[src/rtl/seq_regs_pkg.sv]
package seq_regs_pkg;

    // ----------------------------------------
    // Sizes
    // ----------------------------------------
    localparam int CHANNELS = 12;
    localparam int PAGE_W = 4;

    // ----------------------------------------
    // Command codes
    // ----------------------------------------
    localparam logic [7:0] CMD_MODE = 8'hD1;
    localparam logic [7:0] CMD_EN_CFG = 8'hD2;
    localparam logic [7:0] CMD_SLOT = 8'hD3;
    localparam logic [7:0] CMD_VPEAK = 8'hD4;
    localparam logic [7:0] CMD_TPEAK = 8'hD6;
    localparam logic [7:0] CMD_VMIN = 8'hD7;
    localparam logic [7:0] CMD_TAVG = 8'hE3;

    // ----------------------------------------
    // Mode register fields
    // ----------------------------------------
    localparam int MODE_SEQ_BIT = 12;
    localparam int MODE_DUAL_BIT = 5;
    localparam int MODE_IGN1_BIT = 4;
    localparam int MODE_AVG_LSB = 2;
    localparam int MODE_IGN2_BIT = 1;
    localparam int MODE_CLR_BIT = 0;
    localparam logic [15:0] MODE_MASK = 16'h103F;
    localparam logic [15:0] MODE_RESET = 16'h0000;

    // ----------------------------------------
    // Enable output and slot fields
    // ----------------------------------------
    localparam int EN_DRIVE_BIT = 7;
    localparam int EN_POL_BIT = 6;
    localparam int EN_OVR_BIT = 0;
    localparam logic [7:0] EN_MASK = 8'hC1;
    localparam logic [7:0] EN_RESET = 8'h00;
    localparam int SLOT_GROUP_BIT = 5;
    localparam logic [7:0] SLOT_MASK = 8'h2F;
    localparam logic [7:0] SLOT_RESET = 8'h00;
    localparam logic [3:0] SLOT_LAST = 4'hB;

    // ----------------------------------------
    // Statistics reset values
    // ----------------------------------------
    localparam logic [15:0] VPEAK_RESET = 16'h0000;
    localparam logic [15:0] TPEAK_RESET = 16'h8000;
    localparam logic [15:0] VMIN_RESET = 16'h7FFF;
    localparam logic [15:0] TAVG_RESET = 16'h0000;
    localparam int TAVG_SHIFT = 3;

    // ----------------------------------------
    // Carriers and states
    // ----------------------------------------
    typedef struct packed {
        logic valid;
        logic write;
        logic [7:0] code;
        logic [PAGE_W-1:0] page;
        logic [15:0] wdata;
    } cmd_t;

    typedef struct packed {
        logic valid;
        logic unmapped;
        logic [15:0] data;
    } rsp_t;

    typedef struct packed {
        logic vout_valid;
        logic [PAGE_W-1:0] page;
        logic [15:0] vout;
        logic temp_valid;
        logic [15:0] temp;
    } meas_t;

    typedef struct packed {
        logic out;
        logic oe;
    } pin_t;

    typedef enum logic [1:0] {
        CLR_IDLE = 2'b01,
        CLR_BUSY = 2'b10
    } clr_state_t;

endpackage

[src/rtl/seq_cfg_peak_regs.sv]
// Functional notes
// - Primary fault pin low stops primary globals
// - Averaging field picks 1, 2, 4, 8 samples
// - Secondary fault pin low stops secondary globals
// - Alarm clear drops alarms, then self-clears
// - Bit 7 selects push-pull or open-drain
// - Bit 6 selects active-low or active-high
// - Override forces fixed level, GPO use
// - Reserved configuration bits read as zero
// - Event mode maps outputs onto timeslots
// - Group bit used only in dual mode
// - Slot codes 0 to 11, rest reserved
// - Voltage peak: writes set comparison base
// - Temperature peak: 8000h resets to lowest
// - Voltage minimum: 7FFFh resets it
// - Average temperature: only zero write resets
// - Statistics are two-byte direct-format words
// - Mode bit selects time or event sequencing
// - Mode bit selects one or two groups
module seq_cfg_peak_regs #(
    parameter int CHANNELS = seq_regs_pkg::CHANNELS
) (
    // Clock, reset, enable
    input wire logic i_clock,
    input wire logic i_rst_n,
    input wire logic i_clock_en,
    // Decoded command port and answer
    input wire seq_regs_pkg::cmd_t i_cmd,
    output seq_regs_pkg::rsp_t o_rsp,
    // Measurements from the converter
    input wire seq_regs_pkg::meas_t i_meas,
    // Fault pins, active low, asynchronous
    input wire logic i_primary_fault_pin_n,
    input wire logic i_secondary_fault_pin_n,
    // Fault and sequencer inputs
    input wire logic [CHANNELS-1:0] i_channel_global,
    input wire logic [CHANNELS-1:0] i_supply_on,
    input wire logic i_alarm_a_set,
    input wire logic i_alarm_b_set,
    // Supply enable pins
    output logic [CHANNELS-1:0] o_supply_enable_out,
    output logic [CHANNELS-1:0] o_supply_enable_oe,
    // Alarm outputs
    output logic o_alarm_output_a,
    output logic o_alarm_output_b,
    // Shutdown requests
    output logic o_primary_shutdown,
    output logic o_secondary_shutdown,
    output logic [CHANNELS-1:0] o_channel_shutdown,
    // Sequencing configuration
    output logic o_sequencing_mode_select,
    output logic o_two_group_sequencing,
    output logic [3:0] o_adc_average_samples,
    output logic [CHANNELS-1:0][3:0] o_slot_code,
    output logic [CHANNELS-1:0] o_slot_active,
    output logic [CHANNELS-1:0] o_group_secondary
);

    // ----------------------------------------
    // State
    // ----------------------------------------
    typedef struct packed {
        logic [15:0] mode;
        logic [CHANNELS-1:0][7:0] en_cfg;
        logic [CHANNELS-1:0][7:0] slot;
        logic [CHANNELS-1:0][15:0] vpeak;
        logic [CHANNELS-1:0][15:0] vmin;
        logic [15:0] tpeak;
        logic [15:0] tavg;
        logic tavg_empty;
        logic alarm_a;
        logic alarm_b;
        seq_regs_pkg::clr_state_t clr;
        seq_regs_pkg::rsp_t rsp;
    } state_t;

    state_t cur_reg;
    state_t cur_next;

    logic [1:0] fault_sync; // Synced pins, bit 0 primary
    logic signed [16:0] tdiff; // Sample minus average
    logic signed [16:0] tstep; // Scaled step
    logic meas_ok; // Measurement page in range
    logic cmd_ok; // Command page in range
    logic [3:0] mpg; // Measurement page
    logic [3:0] cpg; // Command page

    // ----------------------------------------
    // Fault pin synchroniser
    // ----------------------------------------
    level_sync #(
        .W(2)
    ) u_fault_sync (
        .i_clock(i_clock),
        .i_rst_n(i_rst_n),
        .i_clock_en(i_clock_en),
        .i_async({i_secondary_fault_pin_n, i_primary_fault_pin_n}),
        .o_sync(fault_sync)
    );

    // ----------------------------------------
    // Next state
    // ----------------------------------------
    always_comb
    begin
        cur_next = cur_reg;
        cur_next.rsp = '0;
        mpg = i_meas.page;
        cpg = i_cmd.page;
        meas_ok = int'(i_meas.page) < CHANNELS;
        cmd_ok = int'(i_cmd.page) < CHANNELS;
        tdiff = 17'($signed(i_meas.temp)) - 17'($signed(cur_reg.tavg));
        tstep = tdiff >>> seq_regs_pkg::TAVG_SHIFT;

        // Voltage statistics per page
        if (i_meas.vout_valid && meas_ok)
        begin
            if ($signed(i_meas.vout) > $signed(cur_reg.vpeak[mpg]))
                cur_next.vpeak[mpg] = i_meas.vout;
            if ($signed(i_meas.vout) < $signed(cur_reg.vmin[mpg]))
                cur_next.vmin[mpg] = i_meas.vout;
        end

        // Temperature peak and running average
        if (i_meas.temp_valid)
        begin
            if ($signed(i_meas.temp) > $signed(cur_reg.tpeak))
                cur_next.tpeak = i_meas.temp;
            if (cur_reg.tavg_empty)
                cur_next.tavg = i_meas.temp;
            else
                cur_next.tavg = cur_reg.tavg + tstep[15:0];
            cur_next.tavg_empty = 1'b0;
        end

        // Alarm clear sequence
        case (cur_reg.clr)
            seq_regs_pkg::CLR_BUSY:
            begin
                cur_next.alarm_a = 1'b0;
                cur_next.alarm_b = 1'b0;
                cur_next.mode[seq_regs_pkg::MODE_CLR_BIT] = 1'b0;
                cur_next.clr = seq_regs_pkg::CLR_IDLE;
            end
            default:
                cur_next.clr = seq_regs_pkg::CLR_IDLE;
        endcase

        // Alarm events win over the clear
        if (i_alarm_a_set)
            cur_next.alarm_a = 1'b1;
        if (i_alarm_b_set)
            cur_next.alarm_b = 1'b1;

        // Writes win over same-cycle measurements
        if (i_cmd.valid && i_cmd.write)
        begin
            if (i_cmd.code == seq_regs_pkg::CMD_MODE)
            begin
                cur_next.mode = i_cmd.wdata & seq_regs_pkg::MODE_MASK;
                if (i_cmd.wdata[seq_regs_pkg::MODE_CLR_BIT])
                    cur_next.clr = seq_regs_pkg::CLR_BUSY;
            end
            else if (i_cmd.code == seq_regs_pkg::CMD_EN_CFG && cmd_ok)
                cur_next.en_cfg[cpg] = i_cmd.wdata[7:0] & seq_regs_pkg::EN_MASK;
            else if (i_cmd.code == seq_regs_pkg::CMD_SLOT && cmd_ok)
                cur_next.slot[cpg] = i_cmd.wdata[7:0] & seq_regs_pkg::SLOT_MASK;
            else if (i_cmd.code == seq_regs_pkg::CMD_VPEAK && cmd_ok)
                cur_next.vpeak[cpg] = i_cmd.wdata;
            else if (i_cmd.code == seq_regs_pkg::CMD_TPEAK)
                cur_next.tpeak = i_cmd.wdata;
            else if (i_cmd.code == seq_regs_pkg::CMD_VMIN && cmd_ok)
                cur_next.vmin[cpg] = i_cmd.wdata;
            else if (i_cmd.code == seq_regs_pkg::CMD_TAVG)
            begin
                // Only a zero write restarts the average
                if (i_cmd.wdata == seq_regs_pkg::TAVG_RESET)
                begin
                    cur_next.tavg = seq_regs_pkg::TAVG_RESET;
                    cur_next.tavg_empty = 1'b1;
                end
            end
            else
                cur_next.rsp.unmapped = 1'b1;
            cur_next.rsp.valid = 1'b1;
        end
        else if (i_cmd.valid)
        begin
            // Reads: two-byte words
            cur_next.rsp.valid = 1'b1;
            if (i_cmd.code == seq_regs_pkg::CMD_MODE)
                cur_next.rsp.data = cur_reg.mode;
            else if (i_cmd.code == seq_regs_pkg::CMD_EN_CFG && cmd_ok)
                cur_next.rsp.data = {8'h00, cur_reg.en_cfg[cpg]};
            else if (i_cmd.code == seq_regs_pkg::CMD_SLOT && cmd_ok)
                cur_next.rsp.data = {8'h00, cur_reg.slot[cpg]};
            else if (i_cmd.code == seq_regs_pkg::CMD_VPEAK && cmd_ok)
                cur_next.rsp.data = cur_reg.vpeak[cpg];
            else if (i_cmd.code == seq_regs_pkg::CMD_TPEAK)
                cur_next.rsp.data = cur_reg.tpeak;
            else if (i_cmd.code == seq_regs_pkg::CMD_VMIN && cmd_ok)
                cur_next.rsp.data = cur_reg.vmin[cpg];
            else if (i_cmd.code == seq_regs_pkg::CMD_TAVG)
                cur_next.rsp.data = cur_reg.tavg;
            else
                cur_next.rsp.unmapped = 1'b1;
        end
    end

    // ----------------------------------------
    // State register
    // ----------------------------------------
    always_ff @(posedge i_clock)
    begin
        if (!i_rst_n)
        begin
            cur_reg.mode <= seq_regs_pkg::MODE_RESET;
            cur_reg.en_cfg <= {CHANNELS{seq_regs_pkg::EN_RESET}};
            cur_reg.slot <= {CHANNELS{seq_regs_pkg::SLOT_RESET}};
            cur_reg.vpeak <= {CHANNELS{seq_regs_pkg::VPEAK_RESET}};
            cur_reg.vmin <= {CHANNELS{seq_regs_pkg::VMIN_RESET}};
            cur_reg.tpeak <= seq_regs_pkg::TPEAK_RESET;
            cur_reg.tavg <= seq_regs_pkg::TAVG_RESET;
            cur_reg.tavg_empty <= 1'b1;
            cur_reg.alarm_a <= 1'b0;
            cur_reg.alarm_b <= 1'b0;
            cur_reg.clr <= seq_regs_pkg::CLR_IDLE;
            cur_reg.rsp <= '0;
        end
        else if (i_clock_en)
            cur_reg <= cur_next;
    end

    // ----------------------------------------
    // Mode decode and fault pins
    // ----------------------------------------
    assign o_sequencing_mode_select = cur_reg.mode[seq_regs_pkg::MODE_SEQ_BIT];
    assign o_two_group_sequencing = cur_reg.mode[seq_regs_pkg::MODE_DUAL_BIT];
    // Sample count is a power of two
    assign o_adc_average_samples =
        4'(4'h1 << cur_reg.mode[seq_regs_pkg::MODE_AVG_LSB +: 2]);
    assign o_primary_shutdown =
        !fault_sync[0] && !cur_reg.mode[seq_regs_pkg::MODE_IGN1_BIT];
    assign o_secondary_shutdown =
        !fault_sync[1] && !cur_reg.mode[seq_regs_pkg::MODE_IGN2_BIT];
    assign o_alarm_output_a = cur_reg.alarm_a;
    assign o_alarm_output_b = cur_reg.alarm_b;
    assign o_rsp = cur_reg.rsp;

    // ----------------------------------------
    // Per-channel slot, group and pin
    // ----------------------------------------
    for (genvar ch = 0; ch < CHANNELS; ch++)
    begin : g_chan
        // Group bit counts only in dual mode
        assign o_group_secondary[ch] = o_two_group_sequencing
            && cur_reg.slot[ch][seq_regs_pkg::SLOT_GROUP_BIT];
        assign o_slot_code[ch] = cur_reg.slot[ch][3:0];
        // Slot used only in event mode with a legal code
        assign o_slot_active[ch] = o_sequencing_mode_select
            && cur_reg.slot[ch][3:0] <= seq_regs_pkg::SLOT_LAST;
        // Global channels follow their group's fault pin
        assign o_channel_shutdown[ch] = i_channel_global[ch]
            && (o_group_secondary[ch] ? o_secondary_shutdown
                                       : o_primary_shutdown);

        enable_pin_driver u_pin (
            .i_clock(i_clock),
            .i_rst_n(i_rst_n),
            .i_clock_en(i_clock_en),
            .i_config(cur_reg.en_cfg[ch]),
            .i_enable(i_supply_on[ch] && !o_channel_shutdown[ch]),
            .o_out(o_supply_enable_out[ch]),
            .o_oe(o_supply_enable_oe[ch])
        );
    end
endmodule

[src/rtl/level_sync.sv]
module level_sync #(
    parameter int W = 1
) (
    // Clock, reset, enable
    input wire logic i_clock,
    input wire logic i_rst_n,
    input wire logic i_clock_en,
    // Async level in, synced level out
    input wire logic [W-1:0] i_async,
    output logic [W-1:0] o_sync
);

    typedef struct packed {
        logic [W-1:0] s1;
        logic [W-1:0] s2;
    } sync_t;

    sync_t cur_reg;
    sync_t cur_next;

    // Two stages; the first is read only by the second
    always_comb
    begin
        cur_next.s1 = i_async;
        cur_next.s2 = cur_reg.s1;
    end

    // Pins idle high
    always_ff @(posedge i_clock)
    begin
        if (!i_rst_n)
            cur_reg <= '1;
        else if (i_clock_en)
            cur_reg <= cur_next;
    end

    assign o_sync = cur_reg.s2;

endmodule

[src/rtl/enable_pin_driver.sv]
module enable_pin_driver (
    // Clock, reset, enable
    input wire logic i_clock,
    input wire logic i_rst_n,
    input wire logic i_clock_en,
    // Channel configuration and request
    input wire logic [7:0] i_config,
    input wire logic i_enable,
    // Pin
    output logic o_out,
    output logic o_oe
);

    seq_regs_pkg::pin_t pin_reg;
    seq_regs_pkg::pin_t pin_next;
    logic level;

    // Pin level, then the drive style
    always_comb
    begin
        level = 1'b0;
        if (i_config[seq_regs_pkg::EN_OVR_BIT])
            level = i_config[seq_regs_pkg::EN_POL_BIT];
        else if (i_enable)
            level = i_config[seq_regs_pkg::EN_POL_BIT];
        else
            level = !i_config[seq_regs_pkg::EN_POL_BIT];
        if (i_config[seq_regs_pkg::EN_DRIVE_BIT])
        begin
            // Open drain: pull low only
            pin_next.out = 1'b0;
            pin_next.oe = !level;
        end
        else
        begin
            // Push-pull: always driven
            pin_next.out = level;
            pin_next.oe = 1'b1;
        end
    end

    // Released during reset
    always_ff @(posedge i_clock)
    begin
        if (!i_rst_n)
            pin_reg <= '0;
        else if (i_clock_en)
            pin_reg <= pin_next;
    end

    assign o_out = pin_reg.out;
    assign o_oe = pin_reg.oe;

endmodule

[config.mk]
export PLATFORM = sky130hd
export DESIGN_NAME = seq_cfg_peak_regs
export DESIGN_NICKNAME = d
export VERILOG_FILES = /design/src/rtl/seq_regs_pkg.sv /design/src/rtl/seq_cfg_peak_regs.sv /design/src/rtl/level_sync.sv /design/src/rtl/enable_pin_driver.sv
export SDC_FILE = /design/constraint.sdc
export NUM_CORES = 2
export LEC_CHECK = 0
export BUFFER_PORTS_ARGS = -buffer_cell sky130_fd_sc_hd__buf_2
export CAP_MARGIN = 20
export CORE_MARGIN = 2
export CORE_UTILIZATION = 43
export CTS_BUF_LIST = sky130_fd_sc_hd__clkbuf_4
export CTS_CLUSTER_DIAMETER = 80
export DETAILED_ROUTE_END_ITERATION = 10
export HOLD_SLACK_MARGIN = 0.02
export PLACE_DENSITY = 0.66
export SLEW_MARGIN = 20
export SYNTH_ARGS = -nofsm -noshare
export SYNTH_HDL_FRONTEND = slang
export SYNTH_SLANG_ARGS = --single-unit
[constraint.sdc]
create_clock -name i_clock -period 8.25 [get_ports i_clock]
set_clock_uncertainty 0.15 [all_clocks]
set_input_delay 1.65 -clock i_clock [delete_from_list [all_inputs] [get_ports i_clock]]
set_output_delay 1.65 -clock i_clock [all_outputs]
set_load 0.01 [all_outputs]
Yosys cells after proc, flatten, opt, wreduce, memory -nomap -nowiden
Index checks and enable logic that the tools add are counted.
{ "totals": {"input_bits": 99, "ff_bits": 666, "elab_cells": 343, "romBits": 0, "n_memories": 0, "ramBits": 0, "out_inout_bits": 136, "latch_bits": 0} }
{ "op_classes": {"multipliers": 0, "n_lt_le_gt_ge": 21, "addsub": 2, "div": 0, "reduce_logical": 106, "shifts": 1, "eq_ne": 8, "mux": 118, "n_bitwise": 2} }
{ "op_table": {"columns": ["op", "count"], "rows": [
  ["$mux W192", 5],
  ["$bwmux W192", 4],
  ["$mux W610", 1],
  ["$mux W609", 1],
  ["$mux W513", 1],
  ["$mux W417", 1],
  ["$mux W384", 1],
  ["$mux W16", 17],
  ["$bmux W16 S4", 4],
  ["$mux W225", 1],
  ["$bwmux W96", 2],
  ["$mux W96", 2],
  ["$demux W16 S4", 2],
  ["$mux W17", 4],
  ["$bmux W8 S4", 2],
  ["$logic_and A1 B1 Y1", 58],
  ["$eq A8 B8 Y1 const B", 7],
  ["$le A4 B4 Y1 const B", 12],
  ["$mux W1", 47],
  ["$logic_not A1 Y1", 40],
  ["$mux W2", 17],
  ["$mux W33", 1],
  ["$demux W8 S4", 1],
  ["$gt A16 B16 Y1", 2],
  ["other kinds (17)", 25]
]} }

Depth between registers and ports, before layout
{ "logic_depth": {"ltp_word": 15, "mapped_depth": 20, "mapped_depth_nobuf": 20} }

By module
Synthesis repeated with hierarchy kept, for this count alone.
{ "unflattened": {"cells_unflattened": 4261, "area_unflattened_um2": 39670.5} }
{ "modules_own_cells": {"columns": ["module", "n_inst", "seq_area_each_um2", "cells_per_inst", "area_each_um2"], "rows": [
  ["seq_cfg_peak_regs", 1, 12772.2, 4140, 38464.4],
  ["enable_pin_driver", 12, 40.0, 9, 88.8],
  ["level_sync", 1, 80.1, 13, 140.1]
]} }

Least setup slack after synthesis
OpenSTA, ideal clock, no wires.
{ "synth_path": {"path_kind": "input port to flip-flop", "from": "input i_meas[33] in the netlist's numbering", "to": "register cur_reg[113] in the netlist's numbering", "arrival_time_ns": 6.040, "path_buffers": 4, "path_slack_ns": 1.923, "setup_ns": 0.137, "path_stages": 18, "required_ns": 7.963, "cell_sequence": "buf_6 > clkbuf_1 > buf_1 > mux4_2 > mux2i_1 > nor2_1 > a21oi_1 > ha_1 > a21o_1 > a311oi_1 > nand3b_1 > a21oi_1 > a31oi_2 > nor4_4 > buf_6 > mux2_4 > mux2i_1 > nand3_1"} }
{ "synth_between": {"elab_chain_cells": 15, "elab_cells_between_ends": 21, "classes_between": "order compare (4); mux (15); reduce/logical (2)"} }
{ "synth_lines": {"columns": ["element", "line_no", "text"], "rows": [
  ["start, declared", "seq_cfg_peak_regs.sv:31", "input wire seq_regs_pkg::meas_t i_meas,"],
  ["parallel branches: the longest is 6 deep, another holds $lt A16 B16 Y1", null, null],
  ["$mux W384 *", "seq_cfg_peak_regs.sv:116", "if (i_meas.vout_valid && meas_ok)"],
  ["$bwmux W192", "seq_cfg_peak_regs.sv:173", "cur_next.vmin[cpg] = i_cmd.wdata;"],
  ["$mux W192", "seq_cfg_peak_regs.sv:172", "else if (i_cmd.code == seq_regs_pkg::CMD_VMIN && cmd_ok)"],
  ["$mux W192", "seq_cfg_peak_regs.sv:170", "else if (i_cmd.code == seq_regs_pkg::CMD_TPEAK)"],
  ["$mux W225", "seq_cfg_peak_regs.sv:168", "else if (i_cmd.code == seq_regs_pkg::CMD_VPEAK && cmd_ok)"],
  ["$mux W417", "seq_cfg_peak_regs.sv:166", "else if (i_cmd.code == seq_regs_pkg::CMD_SLOT && cmd_ok)"],
  ["$mux W513", "seq_cfg_peak_regs.sv:164", "else if (i_cmd.code == seq_regs_pkg::CMD_EN_CFG && cmd_ok)"],
  ["$mux W609", "seq_cfg_peak_regs.sv:158", "if (i_cmd.code == seq_regs_pkg::CMD_MODE)"],
  ["$mux W610 *", "seq_cfg_peak_regs.sv:156", "if (i_cmd.valid && i_cmd.write)"],
  ["end signal, assigned", "seq_cfg_peak_regs.sv:231", "cur_reg <= cur_next;"],
  ["end, declared", "seq_cfg_peak_regs.sv:77", "state_t cur_reg;"]
]} }
Mark *: on every way between the ends. The select of a mux whose other input is x is not followed.
A chain may end at the register's enable or synchronous reset.

Worst setup path in the final report
{ "layout_path": {"from": "input i_meas[34] in the netlist's numbering", "to": "register cur_reg[303] in the netlist's numbering"} }
{ "layout_between": {"elab_chain_cells": 13, "elab_cells_between_ends": 19, "classes_between": "order compare (4); mux (13); reduce/logical (2)"} }
{ "layout_lines": {"columns": ["element", "line_no", "text"], "rows": [
  ["parallel branches: the longest is 6 deep, another holds $gt A16 B16 Y1", null, null],
  ["$mux W384 *", "seq_cfg_peak_regs.sv:116", null],
  ["$bwmux W192", "seq_cfg_peak_regs.sv:169", "cur_next.vpeak[cpg] = i_cmd.wdata;"],
  ["$mux W192", "seq_cfg_peak_regs.sv:168", null],
  ["$mux W417", "seq_cfg_peak_regs.sv:166", null],
  ["$mux W513", "seq_cfg_peak_regs.sv:164", null],
  ["$mux W609", "seq_cfg_peak_regs.sv:158", null],
  ["$mux W610 *", "seq_cfg_peak_regs.sv:156", null]
]} }
Marked as above.

==> results.py <==
metrics = {
    "floorplan": {
        "core_um2": 90400,
        "die_y_um": 307,
        "pin_count": 235,
        "num_rows": 110,
        "effective_utilization_at_floorplan_pct": 43.5,
        "die_x_um": 307,
        "die_area_um2": 94000,
    },
    "critical_path": {
        "critical_path_required_ps": 9110,
        "cp_max_fo": 48,
        "cp-end-kind": "flop",
        "worstSetupPathType": "in2reg",
        "crit_arrival_ps": 6670,
        "worstSetupStartpointType": "input pin",
    },
    "place": {
        "gp_congestion": 0.939,
        "pre_cts_slack_ps": 1390,
        "input_output_buffers": 234,
        "place_hpwl_mm": 94.4,
    },
    "timing": {
        "timing.max_slew.rel_slack_pct": 21.4,
        "postLayoutSetupSlackWorst_ps": 2450,
        "rsz_0062_raised_after_global_routing": "false",
        "maxSlewViolCount": 0,
        "report.final.setup_viol": 0,
        "max_fclk_mhz": 172,
        "hold_ws_ps": 295,
        "timing.final.crit_period_ps": 5800,
        "total_negative_slack_for_setup_checks_ps": 0,
        "finalHoldViolCount": 0,
        "final_min_period_over_clock_period_pct": 70.4,
        "max_slew.worst_pin.slew_ps": 1180,
    },
    "clock_tree": {
        "worst_setup_hold_path_clk_slew_ps": 60,
        "hold_buffers": 0,
        "numClockSinks": 666,
        "tritoncts": "yes",
        "ctsLongestPathBuffers": 3,
        "ctsHtreeMaxLevel": 4,
        "post_cts.resized_instances": 0,
        "clock_insertion_delay_worst_skew_ps": 1150,
        "clk_root_buffer_cell": "sky130_fd_sc_hd__clkbuf_4",
        "postCtsSetupRepairBufs": 0,
        "tritoncts.num_buffers": 180,
    },
    "grt": {
        "via_count_of_the_first_global_routing_pass": 34300,
        "gr-total-overflow": 0,
        "grt_max_degree": 105,
        "grt.total_usage_pct": 30.5,
        "grt_pass1_wl_mm": 219,
        "antenna_found_initial": 11,
    },
    "power": {
        "irDropWorstVdd_mv": 0.112,
        "share_clk_of_total_power_pct": 41.9,
        "power.net_switching_mw": 2.14,
        "power.density_cell_area_nw_per_um2": 167,
        "pwr-share-seq_pct": 45.7,
        "fin_total_pwr_mw": 7.18,
        "power.share.combinational_pct": 12.4,
        "p_int_mw": 5.05,
        "power.leakage_nw": 16.6,
        "power.switching_fraction_pct": 29.7,
    },
    "logic_synthesis": {
        "synthArstFlopShare_pct": 0,
        "register_area_share_after_synthesis_pct": 33.9,
        "ys.warnings.count": 0,
        "syn_area_um2": 39400,
        "synth_enable_flop_cells": 0,
        "ys_types": 76,
        "synth_nets": 4510,
        "synth_largest_area_cell": "sky130_fd_sc_hd__dfxtp_1",
        "post_synth_inst_count": 4332,
        "synth_area_per_cell_um2": 9.08,
        "netlist_top_cells_area": "sky130_fd_sc_hd__dfxtp_1 34%, sky130_fd_sc_hd__mux4_2 14%, sky130_fd_sc_hd__mux2i_1 8.2%, sky130_fd_sc_hd__nor2_1 4.1%, sky130_fd_sc_hd__a211oi_1 3.8%",
        "netlist_top_cells_count": "666 x sky130_fd_sc_hd__dfxtp_1, 434 x sky130_fd_sc_hd__nor2_1, 386 x sky130_fd_sc_hd__nand2_1",
        "synth_largest_type_area_fraction_pct": 33.9,
        "yosys.cell_count.top_type": "sky130_fd_sc_hd__dfxtp_1",
        "synth_seq_cells": 666,
        "dominantRegCellSynth": "sky130_fd_sc_hd__dfxtp_1",
    },
    "routing": {
        "route.detailed.wl_per_inst_um": 25.7,
        "drt_drc_violations_left": 0,
        "avgViaCountPerCell": 6.38,
        "routed_wire_length_mm": 146,
        "final_antenna_net_count": 0,
        "drtPass1Iterations": 6,
        "vias": 36300,
        "detailedRoute.firstIterationViolations": 4488,
    },
    "run": {
        "max_cap_violations": 0,
    },
    "cells_and_area": {
        "fin_util_pct": 47.6,
        "final_net_count": 4548,
        "drive_gt1_share_pct": 21.0,
        "synthToLayoutAreaGrowth_pct": 9.41,
    },
    "run_status": {
        "run_status": "finished clean",
    },
    "min_path": {
        "worstHoldPathType": "reg2reg",
    },
}
-- cells in the final DEF (no fill, tap or decap), drive strengths merged, types with 107 or more instances in the layout --
cell type,n
clkbuf,255
nand2,389
nor2,434
o211ai,157
dfxtp,666
mux4,240
buf,341
mux2i,323
a21oi,282
a211oi,202
a21boi,107
o21ai,289
-- power by group through the flow --
stage          registers, mW  clock network (mW)  logic (mW)
2_1_floorplan           3.34                   0       0.604
3_3_place_gp            3.35                   0       0.857
3_5_place_dp            3.35                   0       0.865
4_1_cts                 3.28                3.03       0.868
5_1_grt                 3.29                3.20       0.955
6_report                3.28                3.01       0.891
-- path summary, 6_finish.rpt --
path               start                    to  slack (ps)  depth (start not counted)
max           i_meas[34]          cur_reg[303]        2450                         16
min                 flop  g_chan[8].u_pin.o_oe         300                          1
min reg2reg         flop  g_chan[8].u_pin.o_oe         300                          1
max reg2reg  cur_reg[25]           cur_reg[37]        3380                         19
-- per-layer routing --
metal | vias up | GRT usage (%) | share of wire, %
met4 | 12 | 14.0 | 4.4
met2 | 2309 | 45.5 | 44
li1 | 16000 | - | -
met5 | - | 0 | 0.042
met3 | 434 | 8.88 | 12
met1 | 17500 | 40.7 | 40
-- metrics by stage --
stage | area (um2) | std cells
6_report | 43100 | 5693
5_1_grt | 43000 | 5687
4_1_cts | 43000 | 5681
3_5_place_dp | 40700 | 5363
3_3_place_gp | 40700 | 5363
2_1_floorplan | 39400 | 4332
-- final cells by class --
| cell class | count | area, um2 |
|---|---|---|
| inverters | 61 | 241 |
| fillers | 8492 | 47400 |
| well taps | 1176 | 1470 |
| repair buffers | 341 | 2080 |
| flip-flops and latches | 666 | 13300 |
| clock inverters | 63 | 337 |
| diodes | 11 | 27.5 |
| clock buffers | 255 | 1910 |
| multi-input cells | 3120 | 23700 |
-- worst max-delay path, stage by stage --
cell and delay (ps):
sky130_fd_sc_hd__buf_4 640, sky130_fd_sc_hd__buf_12 390, sky130_fd_sc_hd__mux4_2 370, sky130_fd_sc_hd__mux2i_1 160
sky130_fd_sc_hd__nor2_1 60, sky130_fd_sc_hd__a21oi_1 290, sky130_fd_sc_hd__ha_1 300, sky130_fd_sc_hd__and4_1 250
sky130_fd_sc_hd__nand2_1 80, sky130_fd_sc_hd__o221ai_1 410, sky130_fd_sc_hd__nor3_1 340, sky130_fd_sc_hd__o31ai_1 140
sky130_fd_sc_hd__a21oi_1 950, sky130_fd_sc_hd__buf_4 370, sky130_fd_sc_hd__nor2_1 60, sky130_fd_sc_hd__a211oi_1 160
-- cells by family after synthesis --
| family | Yosys count | share of synthesized area (%) |
|---|---|---|
| XOR/XNOR | 33 | 0.734 |
| AO/OA/AOI/OAI | 1195 | 19.6 |
| flip-flops | 666 | 33.9 |
| multiplexers | 586 | 22.7 |
| AND/OR/NAND/NOR | 1227 | 14.2 |
| adder cells (fa/ha/maj) | 79 | 2.53 |
| buffers and inverters | 546 | 6.35 |
Power figures use the tool's default switching activity.
